`src/sdram_cmd_map.vh`:
```
/*
 * Constants for the synchronous DRAM command interface: command codes,
 * mode field positions, geometry and timing counts.
 * Assumes inclusion by bare name from the design files.
 */
`ifndef SDRAM_CMD_MAP_VH
`define SDRAM_CMD_MAP_VH

// -----------------------------------------------------------------
// Command codes {chip_sel_n, row_strobe_n, col_strobe_n, write_sel_n}
// -----------------------------------------------------------------
`define CMD_ROW_OPEN      4'h3
`define CMD_ROW_CLOSE     4'h2
`define CMD_READ          4'h5
`define CMD_WRITE         4'h4
`define CMD_MODE_SET      4'h0
`define CMD_AUTO_REFRESH  4'h1
`define CMD_BURST_STOP    4'h6
`define CMD_NOP           4'h7

// -----------------------------------------------------------------
// Mode op-code fields on the address lines
// -----------------------------------------------------------------
`define MODE_BL_LSB       0
`define MODE_BL_MSB       2
`define MODE_BT_BIT       3
`define MODE_CL_LSB       4
`define MODE_CL_MSB       6
`define MODE_RESET        11'h022
`define BL_ONE            3'h0
`define BL_TWO            3'h1
`define BL_FOUR           3'h2
`define BL_EIGHT          3'h3
`define BL_PAGE           3'h7

// -----------------------------------------------------------------
// Geometry and timing
// -----------------------------------------------------------------
`define ROW_BITS          11
`define COL_BITS          8
`define PRECHARGE_NS      20
`define CLK_PERIOD_NS     4
`define PRECHARGE_CYCLES  ((`PRECHARGE_NS + `CLK_PERIOD_NS - 1) / `CLK_PERIOD_NS)
`define MASK_LATENCY      2
`define PIPE_DEPTH        4

`endif

```
`src/sdram_pin_sync.v`:
```
/*
 * Three-flop synchroniser for one level that comes from a pin.
 * Assumes the input may change at any time relative to clk.
 */
`timescale 1ns/100ps
`default_nettype none

module sdram_pin_sync #(
	parameter RESET_VAL = 1'b0
) (
	input  wire clk,
	input  wire rst,
	input  wire pin,
	output reg  level_q
);

	reg s1_q;
	reg s2_q;
	reg s3_q;

	// -----------------------------------------------------------------
	// A change counts once the second and third flops agree.
	// -----------------------------------------------------------------
	always @(posedge clk) begin
		if (rst) begin
			s1_q    <= RESET_VAL;
			s2_q    <= RESET_VAL;
			s3_q    <= RESET_VAL;
			level_q <= RESET_VAL;
		end else begin
			s1_q <= pin;
			s2_q <= s1_q;
			s3_q <= s2_q;
			if (s2_q == s3_q) begin
				level_q <= s3_q;
			end
		end
	end

endmodule // sdram_pin_sync

`default_nettype wire

```
`src/sdram_command_interface.v`:
```
/*
 * Command decoder, bank state and burst engine of a two-bank 16-bit
 * synchronous DRAM, sampled on the rising edge of clk.
 * Assumes the controller pins are already in the clk domain, except the
 * clock-gate pin, which is synchronised here; the array lives outside.
 */
`timescale 1ns/100ps
`default_nettype none
`include "sdram_cmd_map.vh"

// Functional notes
// RULE1: sample all inputs on rising clock only
// RULE2: each edge advances burst counter, output registers
// RULE3: clock-gate low freezes outputs and burst address
// RULE4: power-down entry only with both banks idle
// RULE5: in low-power mode gate treated asynchronously
// RULE6: bank select picks target bank
// RULE7: row on activate, column on access
// RULE8: precharge flag high closes both banks
// RULE9: mode set loads mode register from address
// RULE10: chip-select high masks every command
// RULE11: activate opens selected bank
// RULE12: precharge returns bank idle after completion
// RULE13: column access starts read or write
// RULE14: write-select low write, high read
// RULE15: column access needs open row first
// RULE16: bursts 1,2,4,8,page with early stop
// RULE17: read latency one to three cycles
// RULE18: interleaved or sequential burst ordering
// RULE19: auto-precharge at burst end
// RULE20: banks are 2048 rows by 256 columns
// RULE21: controller keeps refresh schedule
// RULE22: byte masks: writes immediate, reads two clocks
module sdram_command_interface #(
	parameter PRECHARGE_CYCLES = `PRECHARGE_CYCLES
) (
	input  wire        clk,
	input  wire        rst,
	input  wire        clock_gate,
	input  wire        chip_sel_n,
	input  wire        row_strobe_n,
	input  wire        col_strobe_n,
	input  wire        write_sel_n,
	input  wire        bank_select_line,
	input  wire [10:0] address_lines,
	input  wire        lower_byte_mask,
	input  wire        upper_byte_mask,
	output reg         array_en_q,
	output reg         array_write_q,
	output reg         array_bank_q,
	output reg  [10:0] array_row_q,
	output reg  [7:0]  array_col_q,
	output reg  [1:0]  write_lane_en_q,
	output reg         read_valid_q,
	output reg  [1:0]  read_lane_en_q,
	output reg  [1:0]  bank_open_q,
	output reg  [10:0] mode_q,
	output reg         low_power_q,
	output reg         refresh_req_q,
	output reg         cmd_error_q
);

	// -----------------------------------------------------------------
	// Bank states and working registers
	// -----------------------------------------------------------------
	localparam BANK_IDLE   = 2'h0;
	localparam BANK_ACTIVE = 2'h1;
	localparam BANK_PRECH  = 2'h2;

	wire       gate_level;
	reg        gate_prev_q;
	reg  [1:0] bank_state_q [0:1];
	reg  [10:0] row_q [0:1];
	reg  [7:0] pch_cnt_q [0:1];
	reg        burst_act_q;
	reg        burst_write_q;
	reg        burst_bank_q;
	reg        burst_auto_q;
	reg  [7:0] burst_start_q;
	reg  [7:0] burst_idx_q;
	reg  [8:0] burst_left_q;
	reg  [`PIPE_DEPTH-1:0] rd_pipe_q;
	reg  [1:0] mask_d1_q;
	reg  [1:0] mask_d2_q;
	reg  [8:0] burst_len;
	reg  [7:0] burst_col;
	reg  [1:0] cl_sel;
	integer    b;

	// -----------------------------------------------------------------
	// Command word and decode helpers
	// -----------------------------------------------------------------
	wire [3:0] cmd = {chip_sel_n, row_strobe_n, col_strobe_n, write_sel_n};
	// Suspension starts one cycle after the synchronised gate is seen low.
	wire       run = gate_prev_q;
	wire [1:0] mask_now = {upper_byte_mask, lower_byte_mask};
	wire       both_idle = (bank_state_q[0] == BANK_IDLE) && (bank_state_q[1] == BANK_IDLE);
	wire       acc_ok = (bank_state_q[bank_select_line] == BANK_ACTIVE);
	// Read-pipe tap for the programmed latency; a latency code of zero is not a legal setting.
	wire [1:0] rd_tap = cl_sel - 2'h1;

	// -----------------------------------------------------------------
	// Clock-gate pin synchroniser
	// -----------------------------------------------------------------
	sdram_pin_sync #(
		.RESET_VAL (1'b1)
	) u_gate_sync (
		.clk     (clk),
		.rst     (rst),
		.pin     (clock_gate),
		.level_q (gate_level)
	); // [RULE5]

	// -----------------------------------------------------------------
	// Burst length and address order
	// -----------------------------------------------------------------
	always @* begin
		case (mode_q[`MODE_BL_MSB:`MODE_BL_LSB])
			`BL_ONE:   burst_len = 9'h001;
			`BL_TWO:   burst_len = 9'h002;
			`BL_FOUR:  burst_len = 9'h004;
			`BL_EIGHT: burst_len = 9'h008;
			`BL_PAGE:  burst_len = 9'h100;
			default:   burst_len = 9'h001;
		endcase // [RULE16]
		cl_sel = mode_q[`MODE_CL_LSB+1:`MODE_CL_LSB];
		// A full page always counts upward; interleave applies to short bursts only.
		if (mode_q[`MODE_BT_BIT] && (burst_len != 9'h100)) begin
			burst_col = burst_start_q ^ (burst_idx_q & (burst_len[7:0] - 8'h01)); // [RULE18]
		end else begin
			burst_col = (burst_start_q & ~(burst_len[7:0] - 8'h01))
				| ((burst_start_q + burst_idx_q) & (burst_len[7:0] - 8'h01)); // [RULE18]
		end
	end

	// -----------------------------------------------------------------
	// Command decode, bank state and burst engine
	// -----------------------------------------------------------------
	always @(posedge clk) begin // [RULE1]
		if (rst) begin
			gate_prev_q     <= 1'b1;
			burst_act_q     <= 1'b0;
			burst_write_q   <= 1'b0;
			burst_bank_q    <= 1'b0;
			burst_auto_q    <= 1'b0;
			burst_start_q   <= 8'h00;
			burst_idx_q     <= 8'h00;
			burst_left_q    <= 9'h000;
			rd_pipe_q       <= {`PIPE_DEPTH{1'b0}};
			mask_d1_q       <= 2'h0;
			mask_d2_q       <= 2'h0;
			array_en_q      <= 1'b0;
			array_write_q   <= 1'b0;
			array_bank_q    <= 1'b0;
			array_row_q     <= 11'h000;
			array_col_q     <= 8'h00;
			write_lane_en_q <= 2'h0;
			read_valid_q    <= 1'b0;
			read_lane_en_q  <= 2'h0;
			bank_open_q     <= 2'h0;
			mode_q          <= `MODE_RESET;
			low_power_q     <= 1'b0;
			refresh_req_q   <= 1'b0;
			cmd_error_q     <= 1'b0;
			for (b = 0; b < 2; b = b + 1) begin
				bank_state_q[b] <= BANK_IDLE;
				row_q[b]        <= 11'h000;
				pch_cnt_q[b]    <= 8'h00;
			end
		end else begin
			gate_prev_q <= gate_level; // [RULE3]
			if (low_power_q) begin
				// Inputs ignored until the gate rises again; the entry pulse ends here.
				refresh_req_q <= 1'b0;
				if (gate_level) begin
					low_power_q <= 1'b0; // [RULE5]
				end
			end else if (!run) begin
				// Suspended cycle: state holds, but one-cycle pulses must not repeat.
				array_en_q    <= 1'b0; // [RULE3]
				refresh_req_q <= 1'b0;
				cmd_error_q   <= 1'b0;
			end else begin
				array_en_q    <= 1'b0;
				refresh_req_q <= 1'b0;
				cmd_error_q   <= 1'b0;
				// A low gate with both banks idle, no burst and a NOP, deselect or refresh enters low power; otherwise it only suspends.
				if (!gate_level && both_idle && !burst_act_q && (cmd == `CMD_NOP || chip_sel_n
					|| cmd == `CMD_AUTO_REFRESH)) begin
					low_power_q   <= 1'b1; // [RULE4]
					refresh_req_q <= (cmd == `CMD_AUTO_REFRESH);
				end
				// Precharge timers count down; a bank may be opened again once its timer ends.
				for (b = 0; b < 2; b = b + 1) begin
					if (bank_state_q[b] == BANK_PRECH) begin
						if (pch_cnt_q[b] <= 8'h01) begin
							bank_state_q[b] <= BANK_IDLE; // [RULE12]
						end
						pch_cnt_q[b] <= pch_cnt_q[b] - 8'h01;
					end
				end
				rd_pipe_q <= {rd_pipe_q[`PIPE_DEPTH-2:0], 1'b0};
				mask_d1_q <= mask_now;
				mask_d2_q <= mask_d1_q;
				// Read data leaves CL cycles after its array access.
				read_valid_q   <= rd_pipe_q[rd_tap]; // [RULE17]
				read_lane_en_q <= rd_pipe_q[rd_tap] ? ~mask_d2_q : 2'h0; // [RULE22]
				write_lane_en_q <= 2'h0;
				if (burst_act_q) begin
					array_en_q      <= 1'b1; // [RULE2]
					array_write_q   <= burst_write_q;
					array_bank_q    <= burst_bank_q;
					array_row_q     <= row_q[burst_bank_q];
					array_col_q     <= burst_col;
					write_lane_en_q <= burst_write_q ? ~mask_now : 2'h0; // [RULE22]
					rd_pipe_q[0]    <= ~burst_write_q;
					burst_idx_q     <= burst_idx_q + 8'h01; // [RULE2]
					burst_left_q    <= burst_left_q - 9'h001;
					if (burst_left_q == 9'h001) begin
						burst_act_q <= 1'b0;
						// Self-timed precharge starts with the last word of the burst.
						if (burst_auto_q) begin
							bank_state_q[burst_bank_q] <= BANK_PRECH; // [RULE19]
							pch_cnt_q[burst_bank_q]    <= PRECHARGE_CYCLES[7:0];
							bank_open_q[burst_bank_q]  <= 1'b0;
						end
					end
				end
				if (!chip_sel_n) begin // [RULE10]
					case (cmd)
						`CMD_ROW_OPEN: begin
							if (bank_state_q[bank_select_line] == BANK_IDLE) begin
								bank_state_q[bank_select_line] <= BANK_ACTIVE; // [RULE11] [RULE6]
								row_q[bank_select_line]        <= address_lines; // [RULE7] [RULE20]
								bank_open_q[bank_select_line]  <= 1'b1;
							end else begin
								// An activate to a bank that is not idle is refused.
								cmd_error_q <= 1'b1;
							end
						end
						`CMD_ROW_CLOSE: begin
							for (b = 0; b < 2; b = b + 1) begin
								if ((address_lines[10] || bank_select_line == b[0])
									&& bank_state_q[b] == BANK_ACTIVE) begin
									bank_state_q[b] <= BANK_PRECH; // [RULE8] [RULE12]
									pch_cnt_q[b]    <= PRECHARGE_CYCLES[7:0];
									bank_open_q[b]  <= 1'b0;
								end
							end
							// Closing the bank of a running burst also ends that burst.
							if (burst_act_q && (address_lines[10] || bank_select_line == burst_bank_q)) begin
								burst_act_q <= 1'b0; // [RULE16]
							end
						end
						`CMD_READ, `CMD_WRITE: begin
							if (acc_ok) begin // [RULE15] [RULE13]
								burst_act_q   <= 1'b1;
								burst_write_q <= ~write_sel_n; // [RULE14]
								burst_bank_q  <= bank_select_line; // [RULE6]
								burst_auto_q  <= address_lines[10]; // [RULE19]
								burst_start_q <= address_lines[7:0]; // [RULE7]
								burst_idx_q   <= 8'h00;
								burst_left_q  <= burst_len;
							end else begin
								cmd_error_q <= 1'b1;
							end
						end
						`CMD_MODE_SET: begin
							// A new mode mid-burst would corrupt the running address order.
							if (both_idle && !burst_act_q) begin
								mode_q <= address_lines; // [RULE9]
							end else begin
								cmd_error_q <= 1'b1;
							end
						end
						`CMD_AUTO_REFRESH: begin
							if (gate_level && both_idle) begin
								refresh_req_q <= 1'b1;
							end
						end
						`CMD_BURST_STOP: begin
							// The word launched on this edge is the last one of the burst.
							burst_act_q <= 1'b0; // [RULE16]
						end
						default: begin
						end
					endcase
				end
			end
		end
	end

endmodule // sdram_command_interface

`default_nettype wire

```
`config.mk`:
```
export PLATFORM = sky130hd
export DESIGN_NAME = sdram_command_interface
export DESIGN_NICKNAME = d
export VERILOG_FILES = /design/src/sdram_pin_sync.v /design/src/sdram_command_interface.v
export VERILOG_INCLUDE_DIRS = /design/src
export SDC_FILE = /design/constraint.sdc
export NUM_CORES = 1
export LEC_CHECK = 0
export BUFFER_PORTS_ARGS = -buffer_cell sky130_fd_sc_hd__buf_2
export CAP_MARGIN = 15
export CORE_MARGIN = 3
export CORE_UTILIZATION = 30
export CTS_CLUSTER_SIZE = 16
export DETAILED_ROUTE_END_ITERATION = 8
export PLACE_DENSITY = 0.6
export SLEW_MARGIN = 20
export SYNTH_ARGS = -nofsm -noshare
export SYNTH_HDL_FRONTEND = slang
export SYNTH_HIERARCHICAL = 1
export SYNTH_SLANG_ARGS = --single-unit
```
`constraint.sdc`:
```
create_clock -name clk -period 2.1 [get_ports clk]
set_clock_uncertainty 0.1 [all_clocks]
set_input_delay 0.42 -clock clk [delete_from_list [all_inputs] [get_ports clk]]
set_output_delay 0.42 -clock clk [all_outputs]
set_load 0.02 [all_outputs]
```
# Yosys cells after proc, flatten, opt, wreduce, memory -nomap -nowiden
# Memory sizes are Yosys's and may differ from the RTL's. A register that Yosys moved wholly into a read port is not among the register bits.
# Cells that the tools add are included.
[word_totals]
romBits = 0
wordCells = 251
register_bits = 74
memories = 3
mem_bits_rw = 42
latchBits = 0
[op_classes]
div = 0
bitwise = 37
muxes = 116
n_eq_ne = 24
n_shift = 0
addsub = 7
mul = 0
order_cmp = 7
n_reduce_logical = 30
[mem_list]
columns = ["memory", "depth", "width", "rd", "rd_ports_with_merged_regs", "wr", "line", "text"]
rows = [
  ["row_q", 2, 11, 1, 1, 2, "sdram_command_interface.v:73", "reg [10:0] row_q [0:1];"],
  ["pch_cnt_q", 2, 8, 2, 0, 3, "sdram_command_interface.v:74", "reg [7:0] pch_cnt_q [0:1];"],
  ["bank_state_q", 2, 2, 3, 0, 4, "sdram_command_interface.v:72", "reg [1:0] bank_state_q [0:1];"],
]
[ops]
columns = ["cell", "count"]
rows = [
  ["two-way mux 1 bit", 80],
  ["two-way mux 8 bit", 9],
  ["two-way mux 9 bit", 4],
  ["case mux 9 bit (4 select lines)", 1],
  ["two-way mux 2 bit", 15],
  ["AND 8 bit", 3],
  ["subtractor 8 x 1 -> 8 bit (second input constant)", 3],
  ["== test 4 x 3 -> 1 bit (second input constant)", 4],
  ["less-or-equal comparator 8 x 1 -> 1 bit (second input constant)", 2],
  ["logical AND 1 bit", 12],
  ["two-way mux 11 bit", 1],
  ["OR reduction 11 bit", 1],
  ["NOT 1 bit", 10],
  ["AND reduction 5 bit", 2],
  ["== test 9 x 1 -> 1 bit (second input constant)", 1],
  ["inequality test 9 bit (second input constant)", 1],
  ["subtractor 9 x 1 -> 9 bit (second input constant)", 1],
  ["adder 8 x 1 -> 8 bit (second input constant)", 1],
  ["adder 8 bit", 1],
  ["AND 1 bit", 8],
  ["== test 4 x 2 -> 1 bit (second input constant)", 2],
  ["NOT 8 bit", 1],
  ["bitwise OR 1 bit", 8],
  ["bitwise OR 8 bit", 1],
  ["other kinds (28)", 49],
]

# Depth between registers and ports, before layout
[logic_depth]
word_depth = 16
ltp_mapped = 9

# Hierarchy
# Netlist, hierarchy kept.
[by_module_without_submodules]
columns = ["module", "n_inst", "area_per_inst_um2", "cells_per_inst"]
rows = [
  ["sdram_command_interface", 1, 5625.4, 622],
  ["sdram_pin_sync", 1, 115.1, 10],
]

# Worst setup path after synthesis
# No wires, ideal clock.
[synth_path]
path_kind = "register to register"
startpoint = "reg burst_idx_q[1]"
endpoint = "reg array_col_q[7]"
stages_incl_launch_ff = 8
path_buffers = 0
path_slack_ns = 0.039
t_arrival_ns = 1.870
period_less_slack_ns = 2.061
cell_sequence = "dfxtp_1 ha_1 a21o_1 nand4_1 nand3_1 mux2_1 or3_1 a311oi_1"
[synth_between]
elab_chain_len = 4
[synth_rtl]
columns = ["element", "line", "text"]
rows = [
  ["from (decl)", "sdram_command_interface.v:80", "reg [7:0] burst_idx_q;"],
  ["from (signal assigned)", "sdram_command_interface.v:217", "burst_idx_q <= burst_idx_q + 8'h01;"],
  ["adder 8 bit", "sdram_command_interface.v:132", "| ((burst_start_q + burst_idx_q) & (burst_len[7:0] - 8'h01));"],
  ["AND 8 bit", "sdram_command_interface.v:132", ""],
  ["bitwise OR 8 bit", "sdram_command_interface.v:132", ""],
  ["two-way mux 8 bit", "sdram_command_interface.v:128", "if (mode_q[`MODE_BT_BIT] && (burst_len != 9'h100)) begin"],
  ["to (signal assigned)", "sdram_command_interface.v:214", "array_col_q <= burst_col;"],
  ["to (decl)", "sdram_command_interface.v:52", "output reg [7:0] array_col_q,"],
]
# No other way between the ends.
# A chain may end at the register's enable or synchronous reset.

# Worst setup path after layout
[layout_path]
startpoint = "reg burst_start_q[4]"
endpoint = "reg array_col_q[7]"
[layout_between]
elab_chain_len = 4
[layout_rtl]
columns = ["element", "line", "text"]
rows = [
  ["from (decl)", "sdram_command_interface.v:79", "reg [7:0] burst_start_q;"],
  ["from (signal assigned)", "sdram_command_interface.v:261", "burst_start_q <= address_lines[7:0];"],
  ["adder 8 bit", "sdram_command_interface.v:132", ""],
  ["AND 8 bit", "sdram_command_interface.v:132", ""],
  ["bitwise OR 8 bit", "sdram_command_interface.v:132", ""],
  ["two-way mux 8 bit", "sdram_command_interface.v:128", ""],
]
# No other way between the ends.

==> results.toml <==
[logic_synthesis]
synth_seq_area_share = 0.481
async_reset_ff_frac = 0
ys_warn_count = 6
ys.flop_type = "dfxtp_1"
synthCells = 632
syn_area_um2 = 5740
synth-edff-count = 22
syn_nets = 668
ys_types = 69
avgSynthCellArea_um2 = 9.08
synth_seq_cells = 127

[finish]
final_common_cell = "dfxtp_1"
n_antenna_cell = 0
nets = 754
drive_above_1_share = 0.219
synthToLayoutAreaGrowth_pct = 23.8
layout_common_cells = "102 x dfxtp_1, 91 x nor2_1, 67 x nand2_1, 63 x buf_2, 53 x a21oi_1"

[timing]
relSlewSlack = 0.632
fmaxAchievable_mhz = 498
hold_viol = 0
drv_slew = 0
fin_tns_setup_ns = 0
setup_viol = 0
tightest_slew_ns = 0.552
rsz0062_at_grt = "false"
fin_crit_ns = 2.01
period_share = 0.956

[detailed_routing]
postRouteAntennaNets = 0
first_pass_iters = 4
vias = 4591
wire_per_inst_um = 14.1
route.detailed.drc = 0
drtIter0Drc = 254
wirelength_mm = 13.5
viasPerCell = 4.78

[flow_run]
drv_cap = 0

[critical_path]
crit_type = "flop to flop"
r2r_slack_ns = 0.09
start_kind = "flop"
cp_max_fo = 5
worstPathRequired_ns = 2.33
cp_data_arrival_time_ns = 2.24
setup.worst_path.end_class = "flop"

[global_route]
grt_max_degree = 51
grt-ovfl-total = 0
antenna_found_initial = 0
first_global_vias = 4338
grt_pass1_wl_mm = 22.1
track_usage = 0.137

[power]
p_total_mw = 5.64
power.density_nw_per_um2 = 794
leakage_nw = 2.81
ir_drop_v = 0.000588

[place]
finalWeightedCongestion = 0.812
portBuffers = 63
hpwl_mm = 9.63

[die]
start_util = 0.312
core_area_um2 = 18400
placementRows = 49
ios = 64
die_area_um2 = 20800
die_width_um = 144
die_h_um = 144

[clocking]
cts_made_buffers = 17
path_clk_slew_ns = 0.06
clockRootBuffer = "clkbuf_16"
clk-insertion-delay-late_ns = 0.42
htree_levels = 4
clock_path_buffers = 2
holdBufCountCts = 0
numClockSinks = 127
cts_tree = "done"

[status]
outcome = "complete, no violations"

[min_path]
hp-class = "primary input to flop"
## through the flow
| stage | cell area [um^2] | cells | hold slack, ns | worst slack, ns | utilization |
|---|---|---|---|---|---|
| 5_1_grt | 7110 | 960 | 0.0782 | 0.00977 | 0.386 |
| 3_5_place_dp | 6500 | 928 | 0.293 | 0.0145 | 0.354 |
| 4_1_cts | 7070 | 960 | 0.0725 | 0.00208 | 0.384 |
| 2_1_floorplan | 5740 | 632 | 0.283 | 0.0393 | - |
| 3_3_place_gp | 6500 | 928 | 0.286 | 0.0171 | 0.354 |
| 6_report | 7110 | 960 | 0.0864 | 0.0924 | 0.386 |
## registers in the layout, summed over array words and instances (netlist names), 4 cells and up
signal / cells
row_q: 22
burst_start_q: 8
burst_idx_q: 8
bank_state_q: 4
array_row_q: 11
array_col_q: 8
mode_q: 11
burst_left_q: 9
rd_pipe_q: 4
pch_cnt_q: 16
## what timing repair did
action                     in CTS  in global routing
resized for setup               0                 10
setup endpoints to repair       1                  9
buffers inserted                0                  0
pin swaps                       1                  5
## area by class of cell
| type | count | area, um^2 |
|---|---|---|
| multi-input cells | 454 | 2810 |
| fillers | 1885 | 11300 |
| flip-flops and latches | 127 | 2770 |
| clock buffers | 19 | 453 |
| well taps | 229 | 287 |
| repair buffers | 103 | 628 |
| inverters | 15 | 56.3 |
| clock inverters | 13 | 111 |
## synthesized netlist by cell type (6+ instances only)
| cell | count | share of area |
|---|---|---|
| dfxtp_1 | 105 | 0.37 |
| nor2_1 | 91 | 0.060 |
| nand2_1 | 67 | 0.044 |
| a21oi_1 | 54 | 0.047 |
| and2_1 | 25 | 0.027 |
| mux2i_1 | 25 | 0.044 |
| o21ai_0 | 23 | 0.020 |
| edfxtp_1 | 22 | 0.12 |
| clkbuf_1 | 18 | 0.012 |
| xnor2_1 | 17 | 0.026 |
| inv_1 | 15 | 0.0098 |
| a211oi_1 | 14 | 0.018 |
| ha_1 | 14 | 0.031 |
| nor3_1 | 14 | 0.012 |
| xor2_1 | 13 | 0.020 |
| buf_2 | 10 | 0.0087 |
| buf_1 | 7 | 0.0046 |
| nand3_1 | 6 | 0.0052 |
## worst max-delay path: stages (launching register included)
cell	delay [ns]
dfxtp_1	0.32
ha_1	0.37
a21oi_2	0.16
nand3_2	0.10
mux2_4	0.30
or3_1	0.30
a311oi_1	0.25
## path summary, 6_finish.rpt
check / depth (start not counted) / to / start
min: 2 / u_gate_sync/s1_q / clock_gate
min reg2reg: 1 / u_gate_sync/s2_q / u_gate_sync/s1_q
max reg2reg: 6 / array_col_q[7] / burst_start_q[4]
max: 6 / array_col_q[7] / burst_start_q[4]
## metal layers
layer,part of all wire,up-vias,global-route usage
li1,-,2374,-
met1,0.52,2106,0.196
met2,0.42,94,0.197
met3,0.054,17,0.0364
met4,0.014,0,0.0506
met5,0,-,0
## logic make-up (layout without fill, tap and decap cells)
logic type / count (synthesis) / in the layout / share of synthesized area
and+or+nand+nor: 255 / 255 / 0.218
adders and majority gates: 16 / 16 / 0.0357
muxes: 27 / 27 / 0.0495
DFF: 127 / 127 / 0.481
buffers and inverters: 51 / 150 / 0.0362
AOI/OAI and AO/OA: 126 / 126 / 0.133
xor gates and xnor gates: 30 / 30 / 0.0458
## power breakdown
part / leakage [nW] / internal [mW] / switching, mW / total, mW
combinational: 1.46 / 0.115 / 0.168 / 0.283
clock: 0.275 / 1.69 / 1.10 / 2.79
sequential: 1.08 / 2.53 / 0.0331 / 2.57
total: 2.81 / 4.33 / 1.31 / 5.64
Power figures use the tool's default switching activity.
